$ cat config.mk
export PLATFORM = sky130hd
export DESIGN_NAME = snfr_read_path
export DESIGN_NICKNAME = d
export VERILOG_FILES = /design/src/snfr_read_path.v
export VERILOG_INCLUDE_DIRS = /design/src /design/src/src
export SDC_FILE = /design/constraint.sdc
export NUM_CORES = 1
export LEC_CHECK = 0
export BUFFER_PORTS_ARGS = -buffer_cell sky130_fd_sc_hd__buf_4
export CAP_MARGIN = 20
export CORE_AREA = 2 2 84 146
export CTS_CLUSTER_SIZE = 16
export DETAILED_ROUTE_END_ITERATION = 16
export DIE_AREA = 0 0 86 148
export GPL_ROUTABILITY_DRIVEN = 1
export PLACE_DENSITY = 0.7
export SKIP_CTS_REPAIR_TIMING = 1
export SYNTH_ARGS = -nofsm -noshare
export SYNTH_HDL_FRONTEND = slang
export SYNTH_SLANG_ARGS = --single-unit
$ cat constraint.sdc
create_clock -name mclk -period 3.67 [get_ports mclk]
set_clock_uncertainty 0.2 [all_clocks]
set_input_delay 0.5505 -clock mclk [delete_from_list [all_inputs] [get_ports mclk]]
set_output_delay 0.5505 -clock mclk [all_outputs]
set_load 0.03 [all_outputs]
$ cat src/snfr_defines.vh
// constants for the serial nand fast-read path
// assumes inclusion by bare name from design files
`ifndef SNFR_DEFINES_VH
`define SNFR_DEFINES_VH

// ------------------------------------------------------------
// opcodes
// ------------------------------------------------------------
`define SNFR_OP_FAST     8'h0b
`define SNFR_OP_FAST_X   8'h0c
`define SNFR_OP_DUAL     8'h3b
`define SNFR_OP_DUAL_X   8'h3c
`define SNFR_OP_QUAD     8'h6b
`define SNFR_OP_QUAD_X   8'h6c

// ------------------------------------------------------------
// field widths and dummy counts (in link clocks)
// ------------------------------------------------------------
`define SNFR_OP_BITS     6'h08
`define SNFR_COL_BITS    6'h10
`define SNFR_DUM_BUF     6'h08
`define SNFR_DUM_SEQ     6'h20
`define SNFR_DUM_X_BUF   6'h18
`define SNFR_DUM_X_SEQ   6'h28

// ------------------------------------------------------------
// lane widths per output form, and bits per byte
// ------------------------------------------------------------
`define SNFR_LANE_1      3'h1
`define SNFR_LANE_2      3'h2
`define SNFR_LANE_4      3'h4
`define SNFR_BYTE_BITS   4'h8

`endif

$ cat src/snfr_read_path.v
// fast-read path of a serial nand device: command decode, dummy phase,
// and streaming of the page data buffer on one, two or four lanes.
// assumes the buffer and array sit outside, answering bufAddr/pageAddr
// with a byte on bufData by the next byte boundary (a few mclk later).
`timescale 1ns/10ps
`include "snfr_defines.vh"

module snfr_read_path #(
    parameter BUF_AW = 12,
    parameter BUF_BYTES = 2176,
    parameter PAGE_AW = 24
) (
    // clock and reset
    input wire mclk,
    input wire rst_n,
    // link pins, sampled on mclk
    input wire linkClk,
    input wire chipSelN,
    input wire [3:0] ioIn,
    output reg [3:0] ioOut_q,
    output reg [3:0] ioOe_q,
    // mode and status
    input wire bufMode,
    input wire wpEnable,
    input wire [PAGE_AW-1:0] startPage,
    // data buffer and array port
    output reg [BUF_AW-1:0] bufAddr_q,
    output reg [PAGE_AW-1:0] pageAddr_q,
    input wire [7:0] bufData,
    output reg busy_q
);

    // ------------------------------------------------------------
    // pin synchronisers
    // ------------------------------------------------------------
    reg [1:0] clkSync_q;
    reg [1:0] csSync_q;
    reg [1:0] dinSync_q;
    reg clkPrev_q;
    wire clkRise = clkSync_q[1] & ~clkPrev_q;
    wire clkFall = ~clkSync_q[1] & clkPrev_q;
    wire csHigh = csSync_q[1];

    always @(posedge mclk or negedge rst_n) begin
        if (!rst_n) begin
            clkSync_q <= 2'h0;
            csSync_q <= 2'h3;
            dinSync_q <= 2'h0;
            clkPrev_q <= 1'b0;
        end else begin
            clkSync_q <= {clkSync_q[0], linkClk};
            csSync_q <= {csSync_q[0], chipSelN};
            dinSync_q <= {dinSync_q[0], ioIn[0]};
            clkPrev_q <= clkSync_q[1];
        end
    end

    // ------------------------------------------------------------
    // command sequencer
    // ------------------------------------------------------------
    localparam ST_IDLE = 3'h0;
    localparam ST_OP = 3'h1;
    localparam ST_COL = 3'h2;
    localparam ST_DUM = 3'h3;
    localparam ST_DATA = 3'h4;
    localparam ST_DONE = 3'h5;
    localparam ST_IGN = 3'h6;

    reg [2:0] state_q;
    reg [7:0] shift_q;
    reg [5:0] bitCnt_q;
    reg [5:0] dumLen_q;
    reg [2:0] lanes_q;
    reg extAddr_q;
    reg seqMode_q;
    reg [7:0] outByte_q;
    reg [3:0] outBits_q;
    reg firstByte_q;
    // set on the last lanes of the final buffer byte in buffer mode
    reg endReached_q;

    wire [7:0] opNext = {shift_q[6:0], dinSync_q[1]};
    wire isQuad = (opNext == `SNFR_OP_QUAD) | (opNext == `SNFR_OP_QUAD_X);
    wire isDual = (opNext == `SNFR_OP_DUAL) | (opNext == `SNFR_OP_DUAL_X);
    wire isExt = (opNext == `SNFR_OP_FAST_X) | (opNext == `SNFR_OP_DUAL_X)
        | (opNext == `SNFR_OP_QUAD_X);
    wire isFast = isExt | isDual | isQuad | (opNext == `SNFR_OP_FAST);
    wire lastBufByte = (bufAddr_q == BUF_BYTES[BUF_AW-1:0] - 1'b1);
    // bits in this byte beyond the ones just sent
    wire [3:0] bitsLeft = outBits_q - {1'b0, lanes_q};

    always @(posedge mclk or negedge rst_n) begin
        if (!rst_n) begin
            state_q <= ST_IDLE;
            shift_q <= 8'h00;
            bitCnt_q <= 6'h00;
            dumLen_q <= 6'h00;
            lanes_q <= `SNFR_LANE_1;
            extAddr_q <= 1'b0;
            seqMode_q <= 1'b0;
            outByte_q <= 8'h00;
            outBits_q <= 4'h0;
            firstByte_q <= 1'b0;
            endReached_q <= 1'b0;
            ioOut_q <= 4'h0;
            ioOe_q <= 4'h0;
            bufAddr_q <= {BUF_AW{1'b0}};
            pageAddr_q <= {PAGE_AW{1'b0}};
            busy_q <= 1'b0;
        end else if (csHigh) begin
            // select high aborts any phase and frees the pins
            state_q <= ST_OP;
            bitCnt_q <= 6'h00;
            ioOe_q <= 4'h0;
            busy_q <= 1'b0;
        end else begin
            case (state_q)
                ST_IDLE: begin
                    state_q <= ST_OP;
                    bitCnt_q <= 6'h00;
                end
                ST_OP: if (clkRise) begin
                    // command bits on the single input
                    shift_q <= opNext;
                    bitCnt_q <= bitCnt_q + 6'h01;
                    if (bitCnt_q == `SNFR_OP_BITS - 6'h01) begin
                        bitCnt_q <= 6'h00;
                        extAddr_q <= isExt;
                        seqMode_q <= ~bufMode;
                        // quad forms dropped under write protect
                        if (!isFast || (isQuad && wpEnable)) begin
                            state_q <= ST_IGN;
                        end else begin
                            state_q <= ST_COL;
                            busy_q <= 1'b1;
                        end
                        // lane count per form
                        lanes_q <= isQuad ? `SNFR_LANE_4 :
                            (isDual ? `SNFR_LANE_2 : `SNFR_LANE_1);
                    end
                end
                ST_COL: if (clkRise) begin
                    bitCnt_q <= bitCnt_q + 6'h01;
                    bufAddr_q <= {bufAddr_q[BUF_AW-2:0], dinSync_q[1]};
                    if (bitCnt_q == `SNFR_COL_BITS - 6'h01) begin
                        bitCnt_q <= 6'h00;
                        state_q <= ST_DUM;
                        // dummy length by form and mode
                        if (extAddr_q) begin
                            dumLen_q <= seqMode_q ? `SNFR_DUM_X_SEQ : `SNFR_DUM_X_BUF;
                        end else begin
                            dumLen_q <= seqMode_q ? `SNFR_DUM_SEQ : `SNFR_DUM_BUF;
                        end
                    end
                end
                ST_DUM: begin
                    if (seqMode_q) begin
                        // sequential start ignores the column
                        bufAddr_q <= {BUF_AW{1'b0}};
                        pageAddr_q <= startPage;
                    end
                    if (clkRise) begin
                        bitCnt_q <= bitCnt_q + 6'h01;
                        if (bitCnt_q == dumLen_q - 6'h01) begin
                            state_q <= ST_DATA;
                            outBits_q <= 4'h0;
                            firstByte_q <= 1'b1;
                            endReached_q <= 1'b0;
                        end
                    end
                end
                ST_DATA: if (clkFall) begin
                    // msb first on falling edges
                    if (outBits_q == 4'h0) begin
                        if (!firstByte_q && endReached_q) begin
                            // buffer end reached: release pins
                            state_q <= ST_DONE;
                            ioOe_q <= 4'h0;
                        end else begin
                            firstByte_q <= 1'b0;
                            outByte_q <= bufData << lanes_q;
                            outBits_q <= `SNFR_BYTE_BITS - {1'b0, lanes_q};
                            case (lanes_q)
                                `SNFR_LANE_4: begin
                                    ioOut_q <= bufData[7:4];
                                    ioOe_q <= 4'hf;
                                end
                                `SNFR_LANE_2: begin
                                    ioOut_q <= {2'h0, bufData[7:6]};
                                    ioOe_q <= 4'h3;
                                end
                                default: begin
                                    // single output uses IO1 as data out
                                    ioOut_q <= {2'h0, bufData[7], 1'b0};
                                    ioOe_q <= 4'h2;
                                end
                            endcase
                        end
                    end else begin
                        outByte_q <= outByte_q << lanes_q;
                        outBits_q <= bitsLeft;
                        if (bitsLeft == 4'h0) begin
                            // step on the last lanes so the next byte settles in time
                            endReached_q <= lastBufByte & ~seqMode_q;
                            if (lastBufByte) begin
                                bufAddr_q <= {BUF_AW{1'b0}};
                                if (seqMode_q) begin
                                    // roll into the next page
                                    pageAddr_q <= pageAddr_q + 1'b1;
                                end
                            end else begin
                                bufAddr_q <= bufAddr_q + 1'b1;
                            end
                        end
                        case (lanes_q)
                            `SNFR_LANE_4: ioOut_q <= outByte_q[7:4];
                            `SNFR_LANE_2: ioOut_q <= {2'h0, outByte_q[7:6]};
                            default: ioOut_q <= {2'h0, outByte_q[7], 1'b0};
                        endcase
                    end
                end
                ST_DONE: ioOe_q <= 4'h0;
                ST_IGN: ioOe_q <= 4'h0;
                default: state_q <= ST_IDLE;
            endcase
        end
    end

endmodule

**Word-level counts from Yosys, hierarchy flattened**

Index checks and enable logic that the tools add are counted.

- Reduce and logical (&&, ||, !) cells: 29
- Add/sub/neg operators: 6
- Muxes and demuxes: 73
- Shift-type cells: 2
- Bitwise logic cells: 15
- Eq/ne operators: 42

Operators with widths:

| operator | count |
|---|---|
| 24-bit two-way mux | 6 |
| 12-bit two-way mux | 6 |
| 6-bit two-way mux | 9 |
| 24-bit case mux with 2 select lines | 1 |
| 4-bit two-way mux | 11 |
| 4-bit case mux with 2 select lines | 5 |
| 3-bit two-way mux | 12 |
| 12-bit case mux with 3 select lines | 1 |
| 3-bit inequality test (second input constant) | 10 |
| 2-bit inequality test (second input constant) | 13 |
| 24-bit by 1-bit adder with 24-bit output (second input constant) | 1 |
| 6-bit case mux with 4 select lines | 1 |
| 7-bit AND reduction | 3 |
| 4-bit AND reduction | 5 |
| 3-bit case mux with 6 select lines | 1 |
| 8-bit by 4-bit == test with 1-bit output (second input constant) | 2 |
| 8-bit by 6-bit == test with 1-bit output (second input constant) | 2 |
| 8-bit by 7-bit == test with 1-bit output (second input constant) | 2 |
| 8-bit two-way mux | 2 |
| 8-bit by 3-bit << shifter with 8-bit output | 2 |
| 1-bit two-way mux | 15 |
| 12-bit by 1-bit adder with 12-bit output (second input constant) | 1 |
| 12-bit == test (second input constant) | 1 |
| 3-bit == test (second input constant) | 4 |
| 28 further kinds | 51 |

- Word-level logic and storage cells: 187
- Output and inout bits: 45
- Bits in registers: 93
- Bits of input ports: 42

**Logic depth before layout (Yosys ltp)**

- Depth in word-level cells: 13
- Mapped depth: 11
- Gate-level depth less buffers: 9

**Worst setup path before layout**

No wires, ideal clock.

- Kind: flip-flop to flip-flop
- Start point: register lanes_q[0]
- End point: register pageAddr_q[1]
- Path slack: 0.869 ns
- Arrival: 2.473 ns
- Period minus slack after synthesis: 2.801 ns
- Cell stages (with the launch flop): 10
- Data required time: 3.342 ns
- Path buffers: 1
- Setup time: 0.128 ns
- Cell sequence: dfstp_2 ha_1 inv_1 fa_1 xnor2_1 nand4b_1 o31a_1 buf_2 nor3_4 mux2_1

- Cells in the longest elaborated chain, start to end: 4

Ends and longest elaborated chain:

| element | RTL line | source |
|---|---|---|
| start: declaration | snfr_read_path.v:73 | `reg [2:0] lanes_q;` |
| start signal: assignment | snfr_read_path.v:98 | `` lanes_q <= `SNFR_LANE_1; `` |
| start signal: assignment | snfr_read_path.v:138 | `` lanes_q <= isQuad ? `SNFR_LANE_4 : `` |
| 4-bit by 3-bit subtractor with 4-bit output | snfr_read_path.v:90 | `wire [3:0] bitsLeft = outBits_q - {1'b0, lanes_q};` |
| 4-bit zero test | snfr_read_path.v:202 | `if (bitsLeft == 4'h0) begin` |
| 2-bit inequality test (no source line) | - |  |
| 8-bit AND reduction (no source line) | - |  |
| end signal: assignment | snfr_read_path.v:108 | `pageAddr_q <= {PAGE_AW{1'b0}};` |
| end signal: assignment | snfr_read_path.v:160 | `pageAddr_q <= startPage;` |
| end signal: assignment | snfr_read_path.v:209 | `pageAddr_q <= pageAddr_q + 1'b1;` |
| end: declaration | snfr_read_path.v:28 | `output reg [PAGE_AW-1:0] pageAddr_q,` |

No other way between the ends.
A chain may end at the register's enable or synchronous reset.

**Worst setup path after layout**

- Start point: register lanes_q[0]
- End point: register pageAddr_q[9]

Same word-level chain as after synthesis.

==> metrics <==
number of DRC markers in iteration 0 408; reg-to-reg endpoint pageAddr_q[9]; 1st-pass router iterations 7; initial antenna violation count 0; fin crit period 3140 ps; Core Util, Final 0.579; crit-path max cell delay 530 ps; Setup-failing EPs final 0; DRC Markers 0; worst path cell trace ha_1 > inv_1 > fa_1 > xnor2_1 > nand4b_1 > o31a_1 > buf_4 > a2111oi_0 > a2bb2oi_1; FP Rows 52; CP max stage cell dfstp_2; crit path max fanout 7; Yosys cell types 76; CTS Buf Count 9; Min-Delay Path Class in -> async; Switch Pwr 1.77 mW; Detail Route Antenna Nets 0; P&R area growth vs syn 18.9%; Layout fillers 1,032; Net Sw Frac 0.410; Avg Cell Area, Syn 9.28 um^2; Yosys reg bits 89; Final nets 727; largest net degree at the start of global routing 51; Reg2Reg Setup Slack 530 ps; Final Non-Filler Cells 813; Worst setup SP type register; Tcrit/Tclk final 0.857; Total GRT Usage 0.246; layout cells sized above 1 0.223; Post-synth EDFFs 0; DIE AREA 12,700 um^2; Slew Limit Headroom 0.505; pwr dens 647 nW/um^2; Ant. Diodes 0; WHS 43.2 ps; Worst Tran Pin Value 737 ps; WP data required 3740 ps; grt met1 use 0.281; GRT Residual Overflow 0; TritonCTS Sinks 89; routed wire length 15,400 um; input/output buffers 83; async set or reset register ratio after synthesis 1.00; CTS clk-pin slew, worst paths 60 ps; Clock power frac 0.226; Crit. End Element register; Fmax 318 MHz; combinational power share 0.399; Reg area 2230 um^2; GR Layer Usage met2 0.441; clock root cell clkbuf_16; setup TNS 0 ps; max-cap violations 0; internal power 2.55 mW; DR vias/cell 6.57; Die Y 148 um; Yosys Warn Count 0; area of the multi-input gates 3120 um^2; core area 11,500 um^2; dpl ws 609 ps; synth top area cells dfrtp_1 38%, nand2_1 5.0%, nand3_1 2.9%, a2bb2oi_1 2.8%, mux2_2 2.6%; RSZ-0062 raised after global routing no; Worst Slack Setup Final 526 ps; vias in the first global route 5,309; fin. max-slew vios 0; top cell type's share of synthesized area 0.384; via count 5,340; Seq pwr share 0.375; met3 layer usage reported by global route 0.0402; CP Class reg -> reg; sequential area share after synthesis 0.398; Final Hold Viols 0; CTS tree built; VDD IR max 0.468 mV; clock buffer depth 2; first-pass GRT wire length 25,300 um; initial core utilization 0.487; Primary FF master, synth dfrtp_1; drt wl/cell 18.9 um; Die W 86 um; placed insts 798; Static Leak 2.79 nW; Worst R2R Path Depth 9; HPWL Detailed 11,000 um; GR peak layer met2; # H-tree levels 3; Synth Cell Area 5610 um^2; outcome complete, no violations; I/O Pins 87; Synth area leader dfrtp_1; arrival time at the worst endpoint 3210 ps; GPL Wtd Cong 0.921; Syn Nets 657; Clk Latency, worst-skew pair 340 ps; reg2reg start lanes_q[0]; Syn Inst Count 604
stage by stage:
| stage | area, um^2 | power, mW |
|---|---|---|
| finish | 6670 | 4.32 |
| global route | 6670 | 4.56 |
| CTS | 6670 | 4.33 |
| detailed placement | 6350 | 3.34 |
| global placement | 6350 | 3.29 |
| floorplan | 5610 | 2.72 |
critical path: cells and delay by family (launching register included):
| kind | cells | cell delay [ps] |
|---|---|---|
| adder cells (fa/ha/maj) | 2 | 540 |
| flip-flops | 1 | 530 |
| AO/OA/AOI/OAI | 3 | 1090 |
| AND/OR/NAND/NOR | 1 | 180 |
| buffers and inverters | 2 | 280 |
| XOR/XNOR | 1 | 250 |
how the worst max path moves through the flow:
stage,from,to,slack (ps),depth (start not counted)
after floorplan,lanes_q[0],pageAddr_q[1],870,9
after global placement,lanes_q[0],pageAddr_q[9],700,9
after detailed placement,lanes_q[0],pageAddr_q[6],610,9
after CTS,lanes_q[0],pageAddr_q[9],530,9
after global routing,outBits_q[0],pageAddr_q[6],320,10
final,lanes_q[0],pageAddr_q[9],530,9
layer usage:
layer | vias to the layer above | part of all wire
li1 | 2467 | -
met1 | 2617 | 0.38
met2 | 213 | 0.54
met3 | 43 | 0.047
met4 | 0 | 0.032
met5 | - | 0
power by group through the flow:
stage	combinational (mW)	sequential [mW]	clock, mW
after floorplan	0.912	1.81	0
after global placement	1.68	1.61	0
after detailed placement	1.72	1.62	0
after CTS	1.73	1.61	0.999
after global routing	1.86	1.66	1.04
final	1.72	1.62	0.976
cell usage in the layout (no fill, tap or decap), types with 10 or more instances in the layout:
| cell type | Yosys | final |
|---|---|---|
| a21oi_1 | 28 | 28 |
| a2bb2oi_1 | 18 | 18 |
| a31oi_1 | 14 | 14 |
| and3_1 | 11 | 11 |
| buf_4 | 2 | 102 |
| dfrtp_1 | 86 | 86 |
| ha_1 | 10 | 10 |
| inv_1 | 16 | 16 |
| mux2_2 | 13 | 13 |
| nand2_1 | 74 | 74 |
| nand3_1 | 33 | 33 |
| nor2_1 | 25 | 25 |
| nor4_1 | 17 | 17 |
| o211ai_1 | 11 | 11 |
| o21ai_0 | 27 | 27 |
| o31ai_1 | 13 | 13 |
| o41ai_1 | 11 | 11 |
cell families (layout without fill, tap and decap cells):
group | after synthesis | after routing | synth area share
and+or+nand+nor | 224 | 224 | 0.215
AOI/OAI and AO/OA | 186 | 186 | 0.240
DFF | 89 | 89 | 0.398
buffers and inverters | 60 | 134 | 0.0455
muxes | 26 | 26 | 0.0609
adders and majority gates | 11 | 11 | 0.0259
xor gates and xnor gates | 8 | 8 | 0.0152
synth_stat cells, drive strengths merged (8+ instances only):
cell / count
o41ai: 11
a2bb2oi: 18
nor3: 10
inv: 16
nor4: 21
o21ai: 33
a31oi: 14
nand3: 33
o31ai: 13
nor2: 25
nand4: 10
buf: 17
dfrtp: 86
nand2: 74
o22ai: 8
mux2: 15
clkbuf: 26
a21oi: 28
o211ai: 11
ha: 10
and3: 11
and2: 8
registers in the layout, indices dropped and copies added, names as in the netlist:
name / cells
outByte_q: 8
ioOe_q: 3
shift_q: 7
clkSync_q: 2
extAddr_q: 1
endReached_q: 1
bufAddr_q: 12
ioOut_q: 4
bitCnt_q: 6
state_q: 3
dinSync_q: 2
busy_q: 1
outBits_q: 4
seqMode_q: 1
csSync_q: 2
lanes_q: 3
clkPrev_q: 1
dumLen_q: 3
pageAddr_q: 24
firstByte_q: 1
cell type report:
type / count / share of cell area
Clock buffer: 12 / 0.0370
Clock inverter: 3 / 0.00976
Inverter: 17 / 0.00957
Multi-Input combinational cell: 455 / 0.469
Sequential cell: 89 / 0.335
Tap cell: 135 / 0.0253
Timing Repair Buffer: 102 / 0.115
Power figures use the tool's default switching activity.
